**config.mk**
```make
export PLATFORM = sky130hd
export DESIGN_NAME = smpm_power_fsm
export DESIGN_NICKNAME = d
export VERILOG_FILES = /design/src/logic/smpm_pkg.sv /design/src/logic/smpm_tmr_if.sv /design/src/logic/smpm_power_fsm.sv /design/src/logic/smpm_lp_timers.sv
export SDC_FILE = /design/constraint.sdc
export NUM_CORES = 1
export LEC_CHECK = 0
export ABC_AREA = 1
export BUFFER_PORTS_ARGS = -buffer_cell sky130_fd_sc_hd__clkbuf_2
export CORE_ASPECT_RATIO = 0.9
export CORE_UTILIZATION = 59
export DETAILED_ROUTE_END_ITERATION = 16
export PLACE_DENSITY = 0.81
export SYNTH_ARGS = -nofsm -noshare
export SYNTH_HDL_FRONTEND = slang
export SYNTH_HIERARCHICAL = 1
export SYNTH_SLANG_ARGS = --single-unit
```
**constraint.sdc**
```tcl
create_clock -name core_clk -period 7.9 [get_ports core_clk]
set_clock_uncertainty 0.1 [all_clocks]
set_input_delay 0.395 -clock core_clk [delete_from_list [all_inputs] [get_ports core_clk]]
set_output_delay 0.395 -clock core_clk [all_outputs]
set_load 0.01 [all_outputs]
```
**src/logic/smpm_pkg.sv**
```systemverilog
// Shared constants, field positions and state type of the switch monitor power mode controller.
package smpm_pkg;
   // Channel layout: ground-switch channels first, programmable ones above them.
   localparam int CH_NUM = 22;
   localparam int GND_NUM = 14;
   localparam int PRG_NUM = 8;
   localparam int THERMAL_LIMIT_FAULT_NUM = 4;
   localparam int F_NUM = 5;

   // Clock rates and the divider that makes the always-on slow tick.
   localparam int CORE_HZ = 250_000_000;
   localparam int SLOW_HZ = 192_000;
   localparam int SLOW_DIV = (CORE_HZ + SLOW_HZ / 2) / SLOW_HZ;
   localparam int DIV_W = 11;

   // Fuse read time, and its length in core cycles (rounded up).
   localparam int FUSE_US = 50;
   localparam int FUSE_CYC = (FUSE_US * CORE_HZ + 999_999) / 1_000_000;
   localparam int FUSE_W = 14;

   // Low-power timers, in slow ticks.
   localparam int TMR_W = 16;
   localparam logic [15:0] INT_BASE = 16'h00C0;
   localparam logic [15:0] POLL_BASE = 16'h0300;
   localparam logic [15:0] POLL_WIN = 16'h000C;
   localparam logic [15:0] POLL_MID = 16'h0006;
   localparam logic [2:0] SEL_OFF = 3'h0;
   localparam logic [2:0] SEL_ONE = 3'h1;

   // Field positions in the synchronised vector of asynchronous inputs.
   localparam int A_CMP = 0;
   localparam int A_CS = 22;
   localparam int A_INT = 23;
   localparam int A_WAKE = 24;
   localparam int A_THERMAL_LIMIT_FAULT = 25;
   localparam int A_TWARN = 29;
   localparam int A_IOOK = 30;
   localparam int A_OV = 31;
   localparam int A_UV = 32;
   localparam int ASYNC_W = 33;

   // Fault flag positions.
   localparam int F_OV = 0;
   localparam int F_OT = 1;
   localparam int F_TW = 2;
   localparam int F_SPI = 3;
   localparam int F_HASH = 4;

   // Wake cause codes.
   localparam logic [2:0] CAUSE_NONE = 3'h0;
   localparam logic [2:0] CAUSE_COS = 3'h1;
   localparam logic [2:0] CAUSE_ITMR = 3'h2;
   localparam logic [2:0] CAUSE_WPIN = 3'h3;
   localparam logic [2:0] CAUSE_IPIN = 3'h4;
   localparam logic [2:0] CAUSE_CSPIN = 3'h5;

   typedef enum logic [2:0] {
      ST_RESET, ST_UV, ST_FUSE, ST_NORMAL, ST_LOWPWR, ST_POLL, ST_IOCHK
   } smpm_state_e;
endpackage

```
**src/logic/smpm_tmr_if.sv**
```systemverilog
// Signals between the power mode controller and its low-power timers.
`timescale 1ns/1ps
interface smpm_tmr_if;
   logic slow_tick;
   logic restart;
   logic int_run;
   logic poll_run;
   logic [2:0] int_sel;
   logic [2:0] poll_sel;
   logic int_expire;
   logic poll_due;
   modport fsm (output slow_tick, restart, int_run, poll_run, int_sel, poll_sel,
                input int_expire, poll_due);
   modport tmr (input slow_tick, restart, int_run, poll_run, int_sel, poll_sel,
                output int_expire, poll_due);
endinterface

```
**src/logic/smpm_power_fsm.sv**
```systemverilog
// Operating state controller of the multi-channel switch monitor.
`timescale 1ns/1ps
// Operation
// - Held in reset state while core supply low.
// - Lockout keeps registers, blocks serial, analog, currents.
// - Leaving lockout, read fuses 50 us, then normal.
// - Fast oscillator off in low power, poll and pin check; slow always; timers derived.
// - Wake pin driven low in normal mode.
// - Normal mode runs all fault detections.
// - Low power entered only by dedicated command.
// - Low power stops fast oscillator, faults ignored.
// - Listed wake sources return device to normal.
// - Pin edge wakes only with I/O supply high.
// - Poll timer opens window, compares inputs to entry.
// - Interrupt timer expiry interrupts and enters normal.
// - Interrupt timer beats coincident poll; poll skipped.
// - Open-at-entry, still-open inputs stop polling early.
// - Battery undervoltage pauses polling without waking.
// - Poll end returns low power unless wake.
// - Comparator-only inputs watched continuously, change wakes.
// - No wake enables: ignore changes, stop poll timer.
// - Threshold decoding inverted between ground and battery switches.
// - Thermal limits ORed; fault cuts wetting current.
// - Undervoltage mid serial word discards word, enters lockout.
// - Interrupt on change, timer, wake, fault, startup.
module smpm_power_fsm #(
   parameter int FUSE_CYCLES = smpm_pkg::FUSE_CYC
) (
   // Clock and power-on reset
   input wire logic core_clk,
   input wire logic sys_rst,
   // Analog status, asynchronous
   input wire logic battery_uv,
   input wire logic battery_ov,
   input wire logic io_supply_ok,
   input wire logic thermal_warn,
   input wire logic [3:0] thermal_limit_fault_cells,
   input wire logic [21:0] cmp_above,
   // Pins, asynchronous inputs and open-drain drives
   input wire logic cs_pin_in,
   input wire logic int_pin_in,
   input wire logic int_pin_out,
   input wire logic wake_pin_in,
   output logic int_pin_drv,
   output logic int_pin_oe,
   output logic wake_pin_drv,
   output logic wake_pin_oe,
   // Serial engine, same clock
   input wire logic enter_lp_cmd,
   input wire logic spi_word_active,
   input wire logic spi_err,
   input wire logic hash_err,
   input wire logic int_clr,
   input wire logic fault_clr,
   // Configuration, same clock
   input wire logic [7:0] battery_switch_config,
   input wire logic [21:0] wake_en,
   input wire logic [21:0] cmp_only,
   input wire logic wake_pin_wake_en,
   input wire logic [2:0] int_timer_sel,
   input wire logic [2:0] poll_timer_sel,
   // Control and status
   output smpm_pkg::smpm_state_e op_state,
   output logic spi_enable,
   output logic spi_discard,
   output logic analog_output_mux_enable,
   output logic [21:0] current_en,
   output logic fast_osc_en,
   output logic fault_det_en,
   output logic [4:0] fault_flags,
   output logic thermal_limit_fault,
   output logic wetting_min,
   output logic [21:0] switch_closed,
   output logic [2:0] wake_cause,
   output logic poll_active_window
);
   smpm_tmr_if tif ();
   smpm_pkg::smpm_state_e state_r, state_nxt;
   logic [smpm_pkg::ASYNC_W-1:0] sync1_r, sync2_r;
   logic [2:0] pin_d_r;
   logic [smpm_pkg::DIV_W-1:0] div_cnt_r;
   logic slow_tick_r;
   logic [smpm_pkg::FUSE_W-1:0] fuse_cnt_r;
   logic [15:0] win_cnt_r;
   logic [21:0] ref_closed_r, ref_open_r, poll_sns_r;
   logic [2:0] pend_cause_r, cause_nxt;
   logic spi_en_r, discard_r, analog_output_mux_r, fast_r, fdet_r, thermal_limit_fault_r, wmin_r, int_req_r;
   logic wake_oe_r, int_drv_r, wake_drv_r, poll_win_r;
   logic [21:0] cur_r, closed_r;
   logic [4:0] fault_r;
   logic [2:0] cause_r;
   logic woke;
   localparam logic [smpm_pkg::FUSE_W-1:0] FUSE_W_LAST = smpm_pkg::FUSE_W'(FUSE_CYCLES - 1);
   localparam logic [smpm_pkg::DIV_W-1:0] DIV_LAST = smpm_pkg::DIV_W'(smpm_pkg::SLOW_DIV - 1);
   // The lockout bit resets high, so no false exit from lockout follows reset.
   localparam logic [smpm_pkg::ASYNC_W-1:0] SYNC_RST = smpm_pkg::ASYNC_W'(1'b1) << smpm_pkg::A_UV;

   // Decoded views of the synchronised inputs.
   wire logic uv_s = sync2_r[smpm_pkg::A_UV];
   wire logic io_ok_s = sync2_r[smpm_pkg::A_IOOK];
   wire logic thermal_limit_fault_any = |sync2_r[smpm_pkg::A_THERMAL_LIMIT_FAULT +: smpm_pkg::THERMAL_LIMIT_FAULT_NUM];
   wire logic [2:0] pins_s = {sync2_r[smpm_pkg::A_WAKE], sync2_r[smpm_pkg::A_INT],
                               sync2_r[smpm_pkg::A_CS]};
   wire logic [2:0] pin_fall = pin_d_r & ~pins_s;
   wire logic cs_fall = pin_fall[0];
   wire logic int_fall = pin_fall[1];
   wire logic wake_fall = pin_fall[2] & wake_pin_wake_en;
   wire logic [21:0] above_s = sync2_r[smpm_pkg::A_CMP +: smpm_pkg::CH_NUM];
   wire logic [21:0] bat_vec = {battery_switch_config, {smpm_pkg::GND_NUM{1'b0}}};
   wire logic [21:0] closed_now = ~(above_s ^ bat_vec);
   wire logic [21:0] open_now = ~closed_now;
   wire logic any_wake_en = |wake_en;
   wire logic [21:0] changed = closed_now ^ ref_closed_r;
   wire logic cmp_wake = |(wake_en & cmp_only & changed);
   wire logic poll_wake = |(wake_en & ~cmp_only & poll_sns_r & changed);
   wire logic pin_edge = cs_fall | int_fall | wake_fall;
   wire logic is_normal = (state_r == smpm_pkg::ST_NORMAL);
   wire logic in_lp = (state_r == smpm_pkg::ST_LOWPWR) || (state_r == smpm_pkg::ST_POLL);
   wire logic startup = (state_r == smpm_pkg::ST_RESET) || (state_r == smpm_pkg::ST_UV) ||
                        (state_r == smpm_pkg::ST_FUSE);
   wire logic fuse_done = (fuse_cnt_r == FUSE_W_LAST);
   wire logic win_tick = slow_tick_r && !uv_s;
   wire logic win_end = win_tick && (win_cnt_r == 16'(smpm_pkg::POLL_WIN - 16'h0001));
   wire logic win_mid = win_tick && (win_cnt_r == smpm_pkg::POLL_MID);
   wire logic [4:0] fault_src = {hash_err, spi_err, sync2_r[smpm_pkg::A_TWARN], thermal_limit_fault_any,
                                 sync2_r[smpm_pkg::A_OV]};
   wire logic [4:0] fault_set = is_normal ? fault_src : 5'h00;
   wire logic cos_evt = is_normal && (closed_now != closed_r);
   wire logic int_set = cos_evt || (|fault_set) || woke || startup;

   // Timers count the always-on slow tick; polling stops in undervoltage or with no enables.
   assign tif.slow_tick = slow_tick_r;
   assign tif.restart = (state_r != smpm_pkg::ST_LOWPWR) && (state_r != smpm_pkg::ST_POLL);
   assign tif.int_run = in_lp;
   assign tif.poll_run = (state_r == smpm_pkg::ST_LOWPWR) && any_wake_en && !uv_s;
   assign tif.int_sel = int_timer_sel;
   assign tif.poll_sel = poll_timer_sel;

   smpm_lp_timers u_timers (
      .core_clk (core_clk),
      .sys_rst (sys_rst),
      .tif (tif)
   );

   // Next state and the wake cause that goes with it.
   always_comb begin
      state_nxt = state_r;
      cause_nxt = pend_cause_r;
      woke = 1'b0;
      case (state_r)
         smpm_pkg::ST_RESET: state_nxt = smpm_pkg::ST_UV;
         smpm_pkg::ST_UV: if (!uv_s) state_nxt = smpm_pkg::ST_FUSE;
         smpm_pkg::ST_FUSE: begin
            if (uv_s) state_nxt = smpm_pkg::ST_UV;
            else if (fuse_done) state_nxt = smpm_pkg::ST_NORMAL;
         end
         smpm_pkg::ST_NORMAL: begin
            if (uv_s) state_nxt = smpm_pkg::ST_UV;
            else if (enter_lp_cmd) state_nxt = smpm_pkg::ST_LOWPWR;
         end
         smpm_pkg::ST_LOWPWR, smpm_pkg::ST_POLL: begin
            if (tif.int_expire) begin
               state_nxt = smpm_pkg::ST_NORMAL;
               cause_nxt = smpm_pkg::CAUSE_ITMR;
               woke = 1'b1;
            end else if (cmp_wake || (state_r == smpm_pkg::ST_POLL && win_end && poll_wake)) begin
               state_nxt = smpm_pkg::ST_NORMAL;
               cause_nxt = smpm_pkg::CAUSE_COS;
               woke = 1'b1;
            end else if (pin_edge) begin
               state_nxt = smpm_pkg::ST_IOCHK;
               cause_nxt = cs_fall ? smpm_pkg::CAUSE_CSPIN :
                           int_fall ? smpm_pkg::CAUSE_IPIN : smpm_pkg::CAUSE_WPIN;
            end else if (state_r == smpm_pkg::ST_POLL) begin
               if (win_end) state_nxt = smpm_pkg::ST_LOWPWR;
            end else if (tif.poll_due) begin
               state_nxt = smpm_pkg::ST_POLL;
            end
         end
         smpm_pkg::ST_IOCHK: begin
            state_nxt = io_ok_s ? smpm_pkg::ST_NORMAL : smpm_pkg::ST_LOWPWR;
            woke = io_ok_s;
         end
         default: state_nxt = smpm_pkg::ST_RESET;
      endcase
   end

   // Every asynchronous input passes two flops before anything reads it.
   always_ff @(posedge core_clk or posedge sys_rst) begin
      if (sys_rst) begin
         sync1_r <= SYNC_RST;
         sync2_r <= SYNC_RST;
         pin_d_r <= 3'h0;
      end else begin
         sync1_r <= {battery_uv, battery_ov, io_supply_ok, thermal_warn, thermal_limit_fault_cells,
                     wake_pin_in, int_pin_in, cs_pin_in, cmp_above};
         sync2_r <= sync1_r;
         pin_d_r <= pins_s;
      end
   end

   // Slow tick stands in for the always-running low-rate oscillator.
   always_ff @(posedge core_clk or posedge sys_rst) begin
      if (sys_rst) begin
         div_cnt_r <= '0;
         slow_tick_r <= 1'b0;
      end else begin
         div_cnt_r <= (div_cnt_r == DIV_LAST) ? '0 : smpm_pkg::DIV_W'(div_cnt_r + 1'b1);
         slow_tick_r <= (div_cnt_r == DIV_LAST);
      end
   end

   always_ff @(posedge core_clk or posedge sys_rst) begin
      if (sys_rst) begin
         state_r <= smpm_pkg::ST_RESET;
         fuse_cnt_r <= '0;
         win_cnt_r <= 16'h0000;
         pend_cause_r <= smpm_pkg::CAUSE_NONE;
      end else begin
         state_r <= state_nxt;
         pend_cause_r <= cause_nxt;
         fuse_cnt_r <= (state_r == smpm_pkg::ST_FUSE) ? smpm_pkg::FUSE_W'(fuse_cnt_r + 1'b1) : '0;
         if (state_r != smpm_pkg::ST_POLL) win_cnt_r <= 16'h0000;
         else if (win_tick) win_cnt_r <= 16'(win_cnt_r + 16'h0001);
      end
   end

   // Input references are taken at low-power entry; the poll senses only channels that need it.
   always_ff @(posedge core_clk or posedge sys_rst) begin
      if (sys_rst) begin
         ref_closed_r <= 22'h000000;
         ref_open_r <= 22'h000000;
         poll_sns_r <= 22'h000000;
      end else begin
         if (is_normal && enter_lp_cmd) begin
            ref_closed_r <= closed_now;
            ref_open_r <= open_now;
         end
         if (state_r == smpm_pkg::ST_LOWPWR && state_nxt == smpm_pkg::ST_POLL)
            poll_sns_r <= wake_en & ~cmp_only;
         else if (state_r != smpm_pkg::ST_POLL)
            poll_sns_r <= 22'h000000;
         else if (win_mid)
            poll_sns_r <= poll_sns_r & ~(ref_open_r & open_now);
      end
   end

   // Mode-dependent drives; lockout keeps serial, analog mux, currents and wake pin quiet.
   always_ff @(posedge core_clk or posedge sys_rst) begin
      if (sys_rst) begin
         spi_en_r <= 1'b0;
         discard_r <= 1'b0;
         analog_output_mux_r <= 1'b0;
         cur_r <= 22'h000000;
         fast_r <= 1'b0;
         fdet_r <= 1'b0;
         wake_oe_r <= 1'b0;
         poll_win_r <= 1'b0;
      end else begin
         spi_en_r <= (state_nxt == smpm_pkg::ST_NORMAL);
         discard_r <= is_normal && uv_s && spi_word_active;
         analog_output_mux_r <= (state_nxt == smpm_pkg::ST_NORMAL);
         cur_r <= (state_r == smpm_pkg::ST_NORMAL) ? {smpm_pkg::CH_NUM{1'b1}} :
                  (state_r == smpm_pkg::ST_POLL) ? poll_sns_r : 22'h000000;
         fast_r <= !(in_lp || state_r == smpm_pkg::ST_IOCHK);
         fdet_r <= is_normal;
         wake_oe_r <= (state_nxt == smpm_pkg::ST_NORMAL);
         poll_win_r <= (state_nxt == smpm_pkg::ST_POLL);
      end
   end

   // Status: faults and interrupt request are sticky, and a new event wins over a clear.
   always_ff @(posedge core_clk or posedge sys_rst) begin
      if (sys_rst) begin
         fault_r <= 5'h00;
         thermal_limit_fault_r <= 1'b0;
         wmin_r <= 1'b0;
         closed_r <= 22'h000000;
         cause_r <= smpm_pkg::CAUSE_NONE;
         int_req_r <= 1'b1;
         int_drv_r <= 1'b0;
         wake_drv_r <= 1'b0;
      end else begin
         fault_r <= fault_set | (fault_clr ? 5'h00 : fault_r);
         thermal_limit_fault_r <= is_normal && thermal_limit_fault_any;
         wmin_r <= is_normal && thermal_limit_fault_any;
         if (is_normal) closed_r <= closed_now;
         if (woke) cause_r <= cause_nxt;
         int_req_r <= int_set || (int_req_r && !int_clr);
         int_drv_r <= 1'b0;
         wake_drv_r <= 1'b0;
      end
   end

   // The open-drain pins only ever pull low; the enable carries the level.
   assign int_pin_drv = int_drv_r;
   assign int_pin_oe = int_req_r;
   assign wake_pin_drv = wake_drv_r;
   assign wake_pin_oe = wake_oe_r;
   assign op_state = state_r;
   assign spi_enable = spi_en_r;
   assign spi_discard = discard_r;
   assign analog_output_mux_enable = analog_output_mux_r;
   assign current_en = cur_r;
   assign fast_osc_en = fast_r;
   assign fault_det_en = fdet_r;
   assign fault_flags = fault_r;
   assign thermal_limit_fault = thermal_limit_fault_r;
   assign wetting_min = wmin_r;
   assign switch_closed = closed_r;
   assign wake_cause = cause_r;
   assign poll_active_window = poll_win_r;
endmodule // smpm_power_fsm

```
**src/logic/smpm_lp_timers.sv**
```systemverilog
// Interrupt timer and polling timer of low-power mode, counted in slow ticks.
`timescale 1ns/1ps
module smpm_lp_timers (
   // Clock and reset
   input wire logic core_clk,
   input wire logic sys_rst,
   // Controller side
   smpm_tmr_if.tmr tif
);
   logic [15:0] int_cnt_r;
   logic [15:0] poll_cnt_r;
   logic int_expire_r;
   logic poll_due_r;
   wire logic [15:0] int_last;
   wire logic [15:0] poll_last;
   wire logic int_on;
   wire logic poll_on;

   // A select of n gives a period of the base times two to the n-1.
   assign int_last = 16'((smpm_pkg::INT_BASE << (tif.int_sel - smpm_pkg::SEL_ONE)) - 16'h0001);
   assign poll_last = 16'((smpm_pkg::POLL_BASE << (tif.poll_sel - smpm_pkg::SEL_ONE)) - 16'h0001);
   assign int_on = tif.int_run && (tif.int_sel != smpm_pkg::SEL_OFF);
   assign poll_on = tif.poll_run && (tif.poll_sel != smpm_pkg::SEL_OFF);
   assign tif.int_expire = int_expire_r;
   assign tif.poll_due = poll_due_r;

   always_ff @(posedge core_clk or posedge sys_rst) begin
      if (sys_rst) begin
         int_cnt_r <= 16'h0000;
         int_expire_r <= 1'b0;
      end else begin
         int_expire_r <= 1'b0;
         if (tif.restart) begin
            int_cnt_r <= 16'h0000;
         end else if (int_on && tif.slow_tick) begin
            int_expire_r <= (int_cnt_r == int_last);
            int_cnt_r <= (int_cnt_r == int_last) ? 16'h0000 : 16'(int_cnt_r + 16'h0001);
         end
      end
   end

   // The poll counter holds its count while stopped, so a paused poll resumes.
   always_ff @(posedge core_clk or posedge sys_rst) begin
      if (sys_rst) begin
         poll_cnt_r <= 16'h0000;
         poll_due_r <= 1'b0;
      end else begin
         poll_due_r <= 1'b0;
         if (tif.restart) begin
            poll_cnt_r <= 16'h0000;
         end else if (poll_on && tif.slow_tick) begin
            poll_due_r <= (poll_cnt_r == poll_last);
            poll_cnt_r <= (poll_cnt_r == poll_last) ? 16'h0000 : 16'(poll_cnt_r + 16'h0001);
         end
      end
   end
endmodule // smpm_lp_timers

```
==> flow_metrics.env, run 1 <==
export IMPL_io_pin_count=168
export IMPL_timing_hold_violations_final=0
export IMPL_ff2ff_path_depth=10
export IMPL_cap_viol_max_count=0
export IMPL_timing_setup_tns_ps=0
export IMPL_p_per_area_mw_per_mm2=278.9
export IMPL_timing_critical_path_arrival_ps=4290
export IMPL_worst_slew_margin_rel=0.1993
export IMPL_grtUsageTotal=0.2986
export IMPL_grt_ovfl_total=0
export IMPL_r2r_slack_ps=3980
export IMPL_tightest_slew_ps=1200
export IMPL_initial_utilization=0.6073
export IMPL_synthesized_area_fraction_occupied_by_and_or_nand_nor_cells=0.2921
export IMPL_netlist_top_cells_count="523 x nand2_1, 273 x dfrtp_1, 269 x inv_1"
export IMPL_die_area_mm2=0.02399
export IMPL_maxSlewViolCount=0
export IMPL_die_h_um=147.0
export IMPL_post_syn_area_per_cell_um2=7.800
export IMPL_cpPeakStageDelay_ps=670
export IMPL_placed_cell_area_mm2=0.01483
export IMPL_worst_hold_path_endpoint="fault_flags[2]"
export IMPL_cts_tree="done"
export IMPL_timing_critical_path_depth=10
export IMPL_post_cts_buffers=0
export IMPL_via_count=12540
export IMPL_dp_cells=2191
export IMPL_fillers=1733
export IMPL_synth_top_cell_area_share=0.4954
export IMPL_routed_wl_mm=35.16
export IMPL_fin_area_mm2=0.01626
export IMPL_timing_critical_path_from_type="flip-flop"
export IMPL_area_growth_synth_to_final_pct=17.88
export IMPL_post_dp_hpwl_mm=24.12
export IMPL_tritoncts_num_buffers=29
export IMPL_first_global_vias=11920
export IMPL_instances_no_fill=2282
export IMPL_route_antenna_remaining_nets=0
export IMPL_timing_final_crit_period_ps=3919
export IMPL_route_detailed_drc=0
export IMPL_detail_route_first_pass_iterations=5
export IMPL_critPathCaptureType="flip-flop"
export IMPL_critical_path_n_buffers_inverters=3
export IMPL_critical_path_reg2reg_startpoint="op_state[1]"
export IMPL_final_net_count=2081
export IMPL_rows=52
export IMPL_largest_voltage_drop_on_the_vdd_net_v=0.0001710
export IMPL_hold_path_class="primary input to flip-flop"
export IMPL_cts_hold_buf=38
export IMPL_maximum_number_of_pins_on_one_net_before_global_route_repair=138
export IMPL_drive_above_1_share=0.1390
export IMPL_gpl_final_weighted_congestion=0.9141
export IMPL_status="complete, no violations"
export IMPL_h_tree_depth=1
export IMPL_clockRootBuffer="clkbuf_16"
export IMPL_synth_edf_count=0
export IMPL_hold_path_startpoint="fault_clr"
export IMPL_timing_setup_critical_path_class="flip-flop to flip-flop"
export IMPL_grt_setup_unrepaired="no"
export IMPL_post_synth_main_area_contributors="dfrtp_1 50%, nand2_1 14%, inv_1 7.3%, nor2_1 4.5%, nand3_1 3.2%"
export IMPL_drt_iter0_drc=1320
export IMPL_clock_path_buffers=3
export IMPL_global_route_wire_length_before_repair_mm=57.33
export IMPL_synth_seq_area_share=0.5011
export IMPL_post_synth_instance_area_mm2=0.01379
export IMPL_antenna_found_initial=0
export IMPL_combinational_family_with_the_most_area_after_synthesis="simple AND/OR/NAND/NOR gates"
export IMPL_synth_top_cell_by_area="dfrtp_1"
export IMPL_insertion_delay_ps=550
export IMPL_resized_gates_after_cts=0
export IMPL_synth_ff_latch_count=276
export IMPL_max_freq_mhz=255.2
export IMPL_cp_max_fo=43
export IMPL_syn_inst=1768
export IMPL_clk_pin_slew_worst_paths_ps=60
export IMPL_critical_path_reg2reg_endpoint="poll_sns_r[21]"
export IMPL_total_leakage_power_nw=8.534
export IMPL_worstHoldPathCells=2
export IMPL_synth_cell_types=45
export IMPL_area_fraction_in_compound_gates_after_synthesis=0.07558
export IMPL_antennaDiodeCount=0
export IMPL_via_per_inst=5.494
export IMPL_wire_per_inst_um=15.41
export IMPL_synth_flop_type="dfrtp_1"
export IMPL_core_box_area_mm2=0.02271
export IMPL_leading_cell_type_by_number_of_instances_after_synthesis="nand2_1"
export IMPL_synthesis_yosys_warnings=6
export IMPL_synth_adder_area_share=0.01542
export IMPL_cts_num_sinks=276
export IMPL_ys_async_sr_fraction=1.000
export IMPL_setup_viol_count_final=0
export IMPL_fin_crit_sh=0.4960
export IMPL_synth_mux_area_fraction=0
export IMPL_cell_type_group_with_the_largest_total_delay_on_the_critical_path="buffers and inverters"
export IMPL_critical_path_rt_ps=8270
export IMPL_worstPathCellList="nand2_1, nor2_4, buf_4, inv_1, nor2_2, buf_4, a21oi_1, nand2_2, nand4_1, a21oi_1"
export IMPL_critical_path_slowest_cell="inv_1"
export IMPL_die_width_um=163.2
export IMPL_synthXorXnorAreaFrac=0.02286
export IMPL_number_of_i_o_port_buffers=164
-- worst register-to-register path: stages (launching register included) --
cell and delay, ps:
dfrtp_1 490, nand2_1 180, nor2_4 110, buf_4 420, inv_1 710, nor2_2 540, buf_4 360, a21oi_1 140
nand2_2 440, nand4_1 190, a21oi_1 170
-- cell usage in the layout, fill, tap and decap left out, types with 3 or more instances in the layout --
cell | netlist | final
nand2_1 | 523 | 523
dfrtp_1 | 273 | 273
inv_1 | 269 | 268
nor2_1 | 164 | 164
clkbuf_2 | 1 | 164
nand3_1 | 88 | 88
o21ai_0 | 82 | 82
a21oi_1 | 62 | 62
nand4_1 | 48 | 48
dlygate4sd3_1 | 0 | 38
clkbuf_16 | 0 | 29
xor2_1 | 28 | 28
nor3_1 | 24 | 24
o22ai_1 | 24 | 24
ha_1 | 17 | 17
nor4_1 | 15 | 15
nand3_2 | 14 | 14
nor3b_1 | 11 | 11
a31oi_1 | 10 | 10
buf_4 | 11 | 10
or2_2 | 8 | 8
nand2_2 | 8 | 8
xnor2_1 | 8 | 8
nand3b_1 | 6 | 6
clkinv_2 | 0 | 6
bufinv_16 | 0 | 6
inv_2 | 5 | 5
clkbuf_8 | 0 | 5
o211ai_1 | 4 | 4
clkinvlp_4 | 0 | 4
nor2_4 | 2 | 3
nand2_4 | 3 | 3
nor2_2 | 4 | 3
dfstp_2 | 3 | 3
-- metrics by stage --
step / power, W / util / hold slack, ps / setup WS (ps)
after detailed placement: 0.003023 / 0.6529 / 234.7 / 4076
after CTS: 0.004531 / 0.7159 / 0.06645 / 4063
after floorplan: 0.002595 / - / 231.2 / 765.2
after global routing: 0.004762 / 0.7159 / 12.64 / 3826
after global placement: 0.002977 / 0.6529 / 233.1 / 4224
final: 0.004534 / 0.7159 / 15.40 / 3981
-- worst max-delay path by stage --
stage / startpoint / to
CTS: op_state[1] / poll_sns_r[21]
global route: op_state[1] / poll_sns_r[21]
finish: op_state[1] / poll_sns_r[21]
global placement: op_state[1] / poll_sns_r[7]
detailed placement: op_state[1] / poll_sns_r[21]
floorplan: sys_rst / current_en[0]
-- where the power goes --
group	leakage [nW]	total, W	internal (W)	switching (W)
clock	0.509	0.00148	0.000914	0.000567
sequential	3.52	0.00190	0.00171	0.000185
combinational	4.51	0.00116	0.000387	0.000769
total	8.53	0.00453	0.00301	0.00152
-- flip-flops by register name (all words and copies together) (netlist names), 3 cells and up --
register             cells
op_state                 3
wake_cause               3
fault_flags              5
sync1_r                 33
current_en              22
u_timers/int_cnt_r      16
div_cnt_r               11
sync2_r                 33
u_timers/poll_cnt_r     16
poll_sns_r              22
pin_d_r                  3
fuse_cnt_r              14
pend_cause_r             3
ref_closed_r            22
ref_open_r              22
win_cnt_r               16
switch_closed           22
-- cells by family (layout without fill, tap and decap cells) --
family,after synthesis,after routing
compound gates,191,191
xor+xnor,36,36
fa+ha+maj,17,17
buf+inv,323,539
flops,276,276
other cells,1,2
simple gates,924,924
-- metal layers --
metal	vias up	part of all wire	global-route usage
li1	5972	-	-
met1	5872	0.41	0.4082
met2	601	0.48	0.4932
met3	93	0.081	0.03953
met4	0	0.031	0.09720
met5	-	0	0
-- layout make-up --
class	count	area, um2	share of cell area
clock buffer	36	802.0	0.04933
clock inverter	17	249.0	0.01532
inverter	274	1036	0.06373
multi-input combinational	1170	5612	0.3452
sequential	276	6910	0.4251
tap	297	371.6	0.02286
timing repair buffer	212	1276	0.07850
No activity file was read; power rests on OpenSTA's default activity.
==> inputs of run 2 (changes only) <==
--- a/config.mk
+++ b/config.mk
@@ -8,9 +8,9 @@
 export ABC_AREA = 1
 export BUFFER_PORTS_ARGS = -buffer_cell sky130_fd_sc_hd__clkbuf_2
 export CORE_ASPECT_RATIO = 0.9
-export CORE_UTILIZATION = 59
+export CORE_UTILIZATION = 53
 export DETAILED_ROUTE_END_ITERATION = 16
-export PLACE_DENSITY = 0.81
+export PLACE_DENSITY = 0.77
 export SYNTH_ARGS = -nofsm -noshare
 export SYNTH_HDL_FRONTEND = slang
 export SYNTH_HIERARCHICAL = 1
==> constraint.sdc (replaced) <==
create_clock -name core_clk -period 3.3 [get_ports core_clk]
set_clock_uncertainty 0.1 [all_clocks]
set_input_delay 0.165 -clock core_clk [delete_from_list [all_inputs] [get_ports core_clk]]
set_output_delay 0.165 -clock core_clk [all_outputs]
set_load 0.01 [all_outputs]
==> run 2 against run 1 <==
Final cell count up 4.5%. Flip-flop and latch count unchanged. Fmax increased by 39%. Critical path depth rose by 5. Via count barely moved. Global-route usage down 2.4 points. Die area grew 11%. Sequential power up 140%.
==> flow_metrics.env, run 2 (synthesis results as in run 1) <==
export IMPL_layout_commonest_cell="nand2_1"
export IMPL_final_setup_worst_slack_ps=489.9
export IMPL_timing_hold_violations_final=0
export IMPL_total_leakage_power_nw=8.772
export IMPL_drt_iter0_drc=1065
export IMPL_tightest_slew_ps=868.9
export IMPL_insertion_delay_ps=560
export IMPL_cell_type_group_with_the_largest_total_delay_on_the_critical_path="simple AND/OR/NAND/NOR gates"
export IMPL_critical_path_slowest_cell="nand2_2"
export IMPL_clockRootBuffer="clkbuf_16"
export IMPL_number_of_i_o_port_buffers=164
export IMPL_timing_critical_path_from_type="flip-flop"
export IMPL_h_tree_depth=1
export IMPL_hold_path_startpoint="int_timer_sel[2]"
export IMPL_cp_max_fo=24
export IMPL_grt_ovfl_total=0
export IMPL_clock_path_buffers=3
export IMPL_final_net_count=2140
export IMPL_wire_per_inst_um=15.19
export IMPL_maxSlewViolCount=0
export IMPL_cts_num_sinks=276
export IMPL_timing_final_crit_period_ps=2810
export IMPL_tritoncts_num_buffers=28
export IMPL_cap_viol_max_count=0
export IMPL_critPathCaptureType="flip-flop"
export IMPL_worst_slew_margin_rel=0.4195
export IMPL_max_freq_mhz=355.9
export IMPL_antennaDiodeCount=0
export IMPL_initial_utilization=0.5446
export IMPL_clk_pin_slew_worst_paths_ps=60
export IMPL_p_per_area_mw_per_mm2=643.4
export IMPL_critical_path_reg2reg_startpoint="sync2_r[20]"
export IMPL_drive_above_1_share=0.1366
export IMPL_via_count=12540
export IMPL_hold_path_class="primary input to flip-flop"
export IMPL_route_antenna_remaining_nets=0
export IMPL_via_per_inst=5.256
export IMPL_total_power_w=0.01089
export IMPL_die_area_mm2=0.02667
export IMPL_area_growth_synth_to_final_pct=22.75
export IMPL_layout_common_cells="523 x nand2_1, 273 x dfrtp_1, 268 x inv_1"
export IMPL_die_width_um=172.0
export IMPL_timing_setup_tns_ps=0
export IMPL_grtUsageTotal=0.2749
export IMPL_postLayoutCoreUtil=0.6685
export IMPL_maximum_number_of_pins_on_one_net_before_global_route_repair=82
export IMPL_largest_voltage_drop_on_the_vdd_net_v=0.0004882
export IMPL_gpl_final_weighted_congestion=0.8960
export IMPL_status="complete, no violations"
export IMPL_resized_gates_after_cts=0
export IMPL_placement_setup_worst_slack_ps=509.7
export IMPL_setup_viol_count_final=0
export IMPL_grt_setup_unrepaired="no"
export IMPL_core_box_area_mm2=0.02532
export IMPL_die_h_um=155.0
export IMPL_cpPeakStageDelay_ps=480
export IMPL_routed_wl_mm=36.23
export IMPL_setup_crit_start="sync2_r[20]"
export IMPL_antenna_found_initial=0
export IMPL_rows=55
export IMPL_first_global_vias=12000
export IMPL_largestRegisters="sync1_r x33, sync2_r x33"
export IMPL_critical_path_rt_ps=3680
export IMPL_timing_setup_critical_path_class="flip-flop to flip-flop"
export IMPL_worstPathCellList="inv_1, nand2_1, nand2_1, inv_1, nand2_1, nand2_1, nand2_1, nand2_1, nor2_1, nand2_1, nor2_1, nand3_1, nand2_2, nand4_1, a21oi_1"
export IMPL_post_dp_hpwl_mm=24.66
export IMPL_critical_path_n_buffers_inverters=2
export IMPL_timing_critical_path_arrival_ps=3190
export IMPL_io_pin_count=168
export IMPL_critical_path_top_cell_by_count="nand2_1"
export IMPL_fin_crit_sh=0.8515
export IMPL_cts_tree="done"
export IMPL_detail_route_first_pass_iterations=6
export IMPL_route_detailed_drc=0
export IMPL_post_cts_buffers=0
export IMPL_global_route_wire_length_before_repair_mm=58.02
run 2: changes by cell type in the layout (fill, tap and decap cells not counted), sizes merged:
cell	change
clkinvlp	+1
buf	+6
dlygate4sd3	+54
clkbuf	-1
bufinv	+1
inv	-2
clkinv	-1
run 2: cell type report:
class / count / area (um2)
multi-input combinational: 1170 / 5612
fill: 2019 / 8396
tap: 342 / 427.9
inverter: 274 / 1032
timing repair buffer: 272 / 1899
clock buffer: 35 / 767.0
sequential: 276 / 6910
clock inverter: 16 / 280.3
run 2: per-stage QoR:
| step | cells | instance area (um2) | hold WS [ps] |
|---|---|---|---|
| final | 2385 | 16930 | 66.15 |
| after global routing | 2385 | 16930 | 107.3 |
| after CTS | 2385 | 16930 | 27.05 |
| after detailed placement | 2242 | 14960 | 163.7 |
| after global placement | 2242 | 14960 | 169.7 |
| after floorplan | 1769 | 13800 | 69.48 |
run 2: path summary, 6_finish.rpt:
check,endpoint,cells past startpoint,slack [ps]
setup / recovery,poll_sns_r[11],15,490
hold / removal,u_timers/tif.int_expire,5,70
setup reg to reg,poll_sns_r[11],15,490
hold reg to reg,sync2_r[0],0,220
max in group asynchronous,int_pin_oe,4,1910
min in group asynchronous,u_timers/int_cnt_r[3],4,230
run 2: metal layers:
layer  global-route usage  wire [um]
met2               0.4593      17110
met4              0.09566       1159
met3              0.05139       2643
met5                    0          0
met1               0.3577      15310
run 2: where the power goes:
group          internal (W)  leakage [nW]  total [W]  switching [W]
sequential          0.00409          3.52    0.00452       0.000422
clock               0.00220         0.500    0.00354        0.00134
combinational      0.000985          4.76    0.00284        0.00185
run 2: timing repair:
| item | in CTS | in global routing |
|---|---|---|
| hold buffers | 92 | 0 |
| endpoints found under the hold margin | 149 | 0 |
| endpoints found under the setup margin | 0 | 0 |
run 2: worst min-delay path: stages:
cell and delay [ps]:
clkbuf_2 80, inv_1 130, a21oi_1 120, nand2_1 110, nor2_2 50
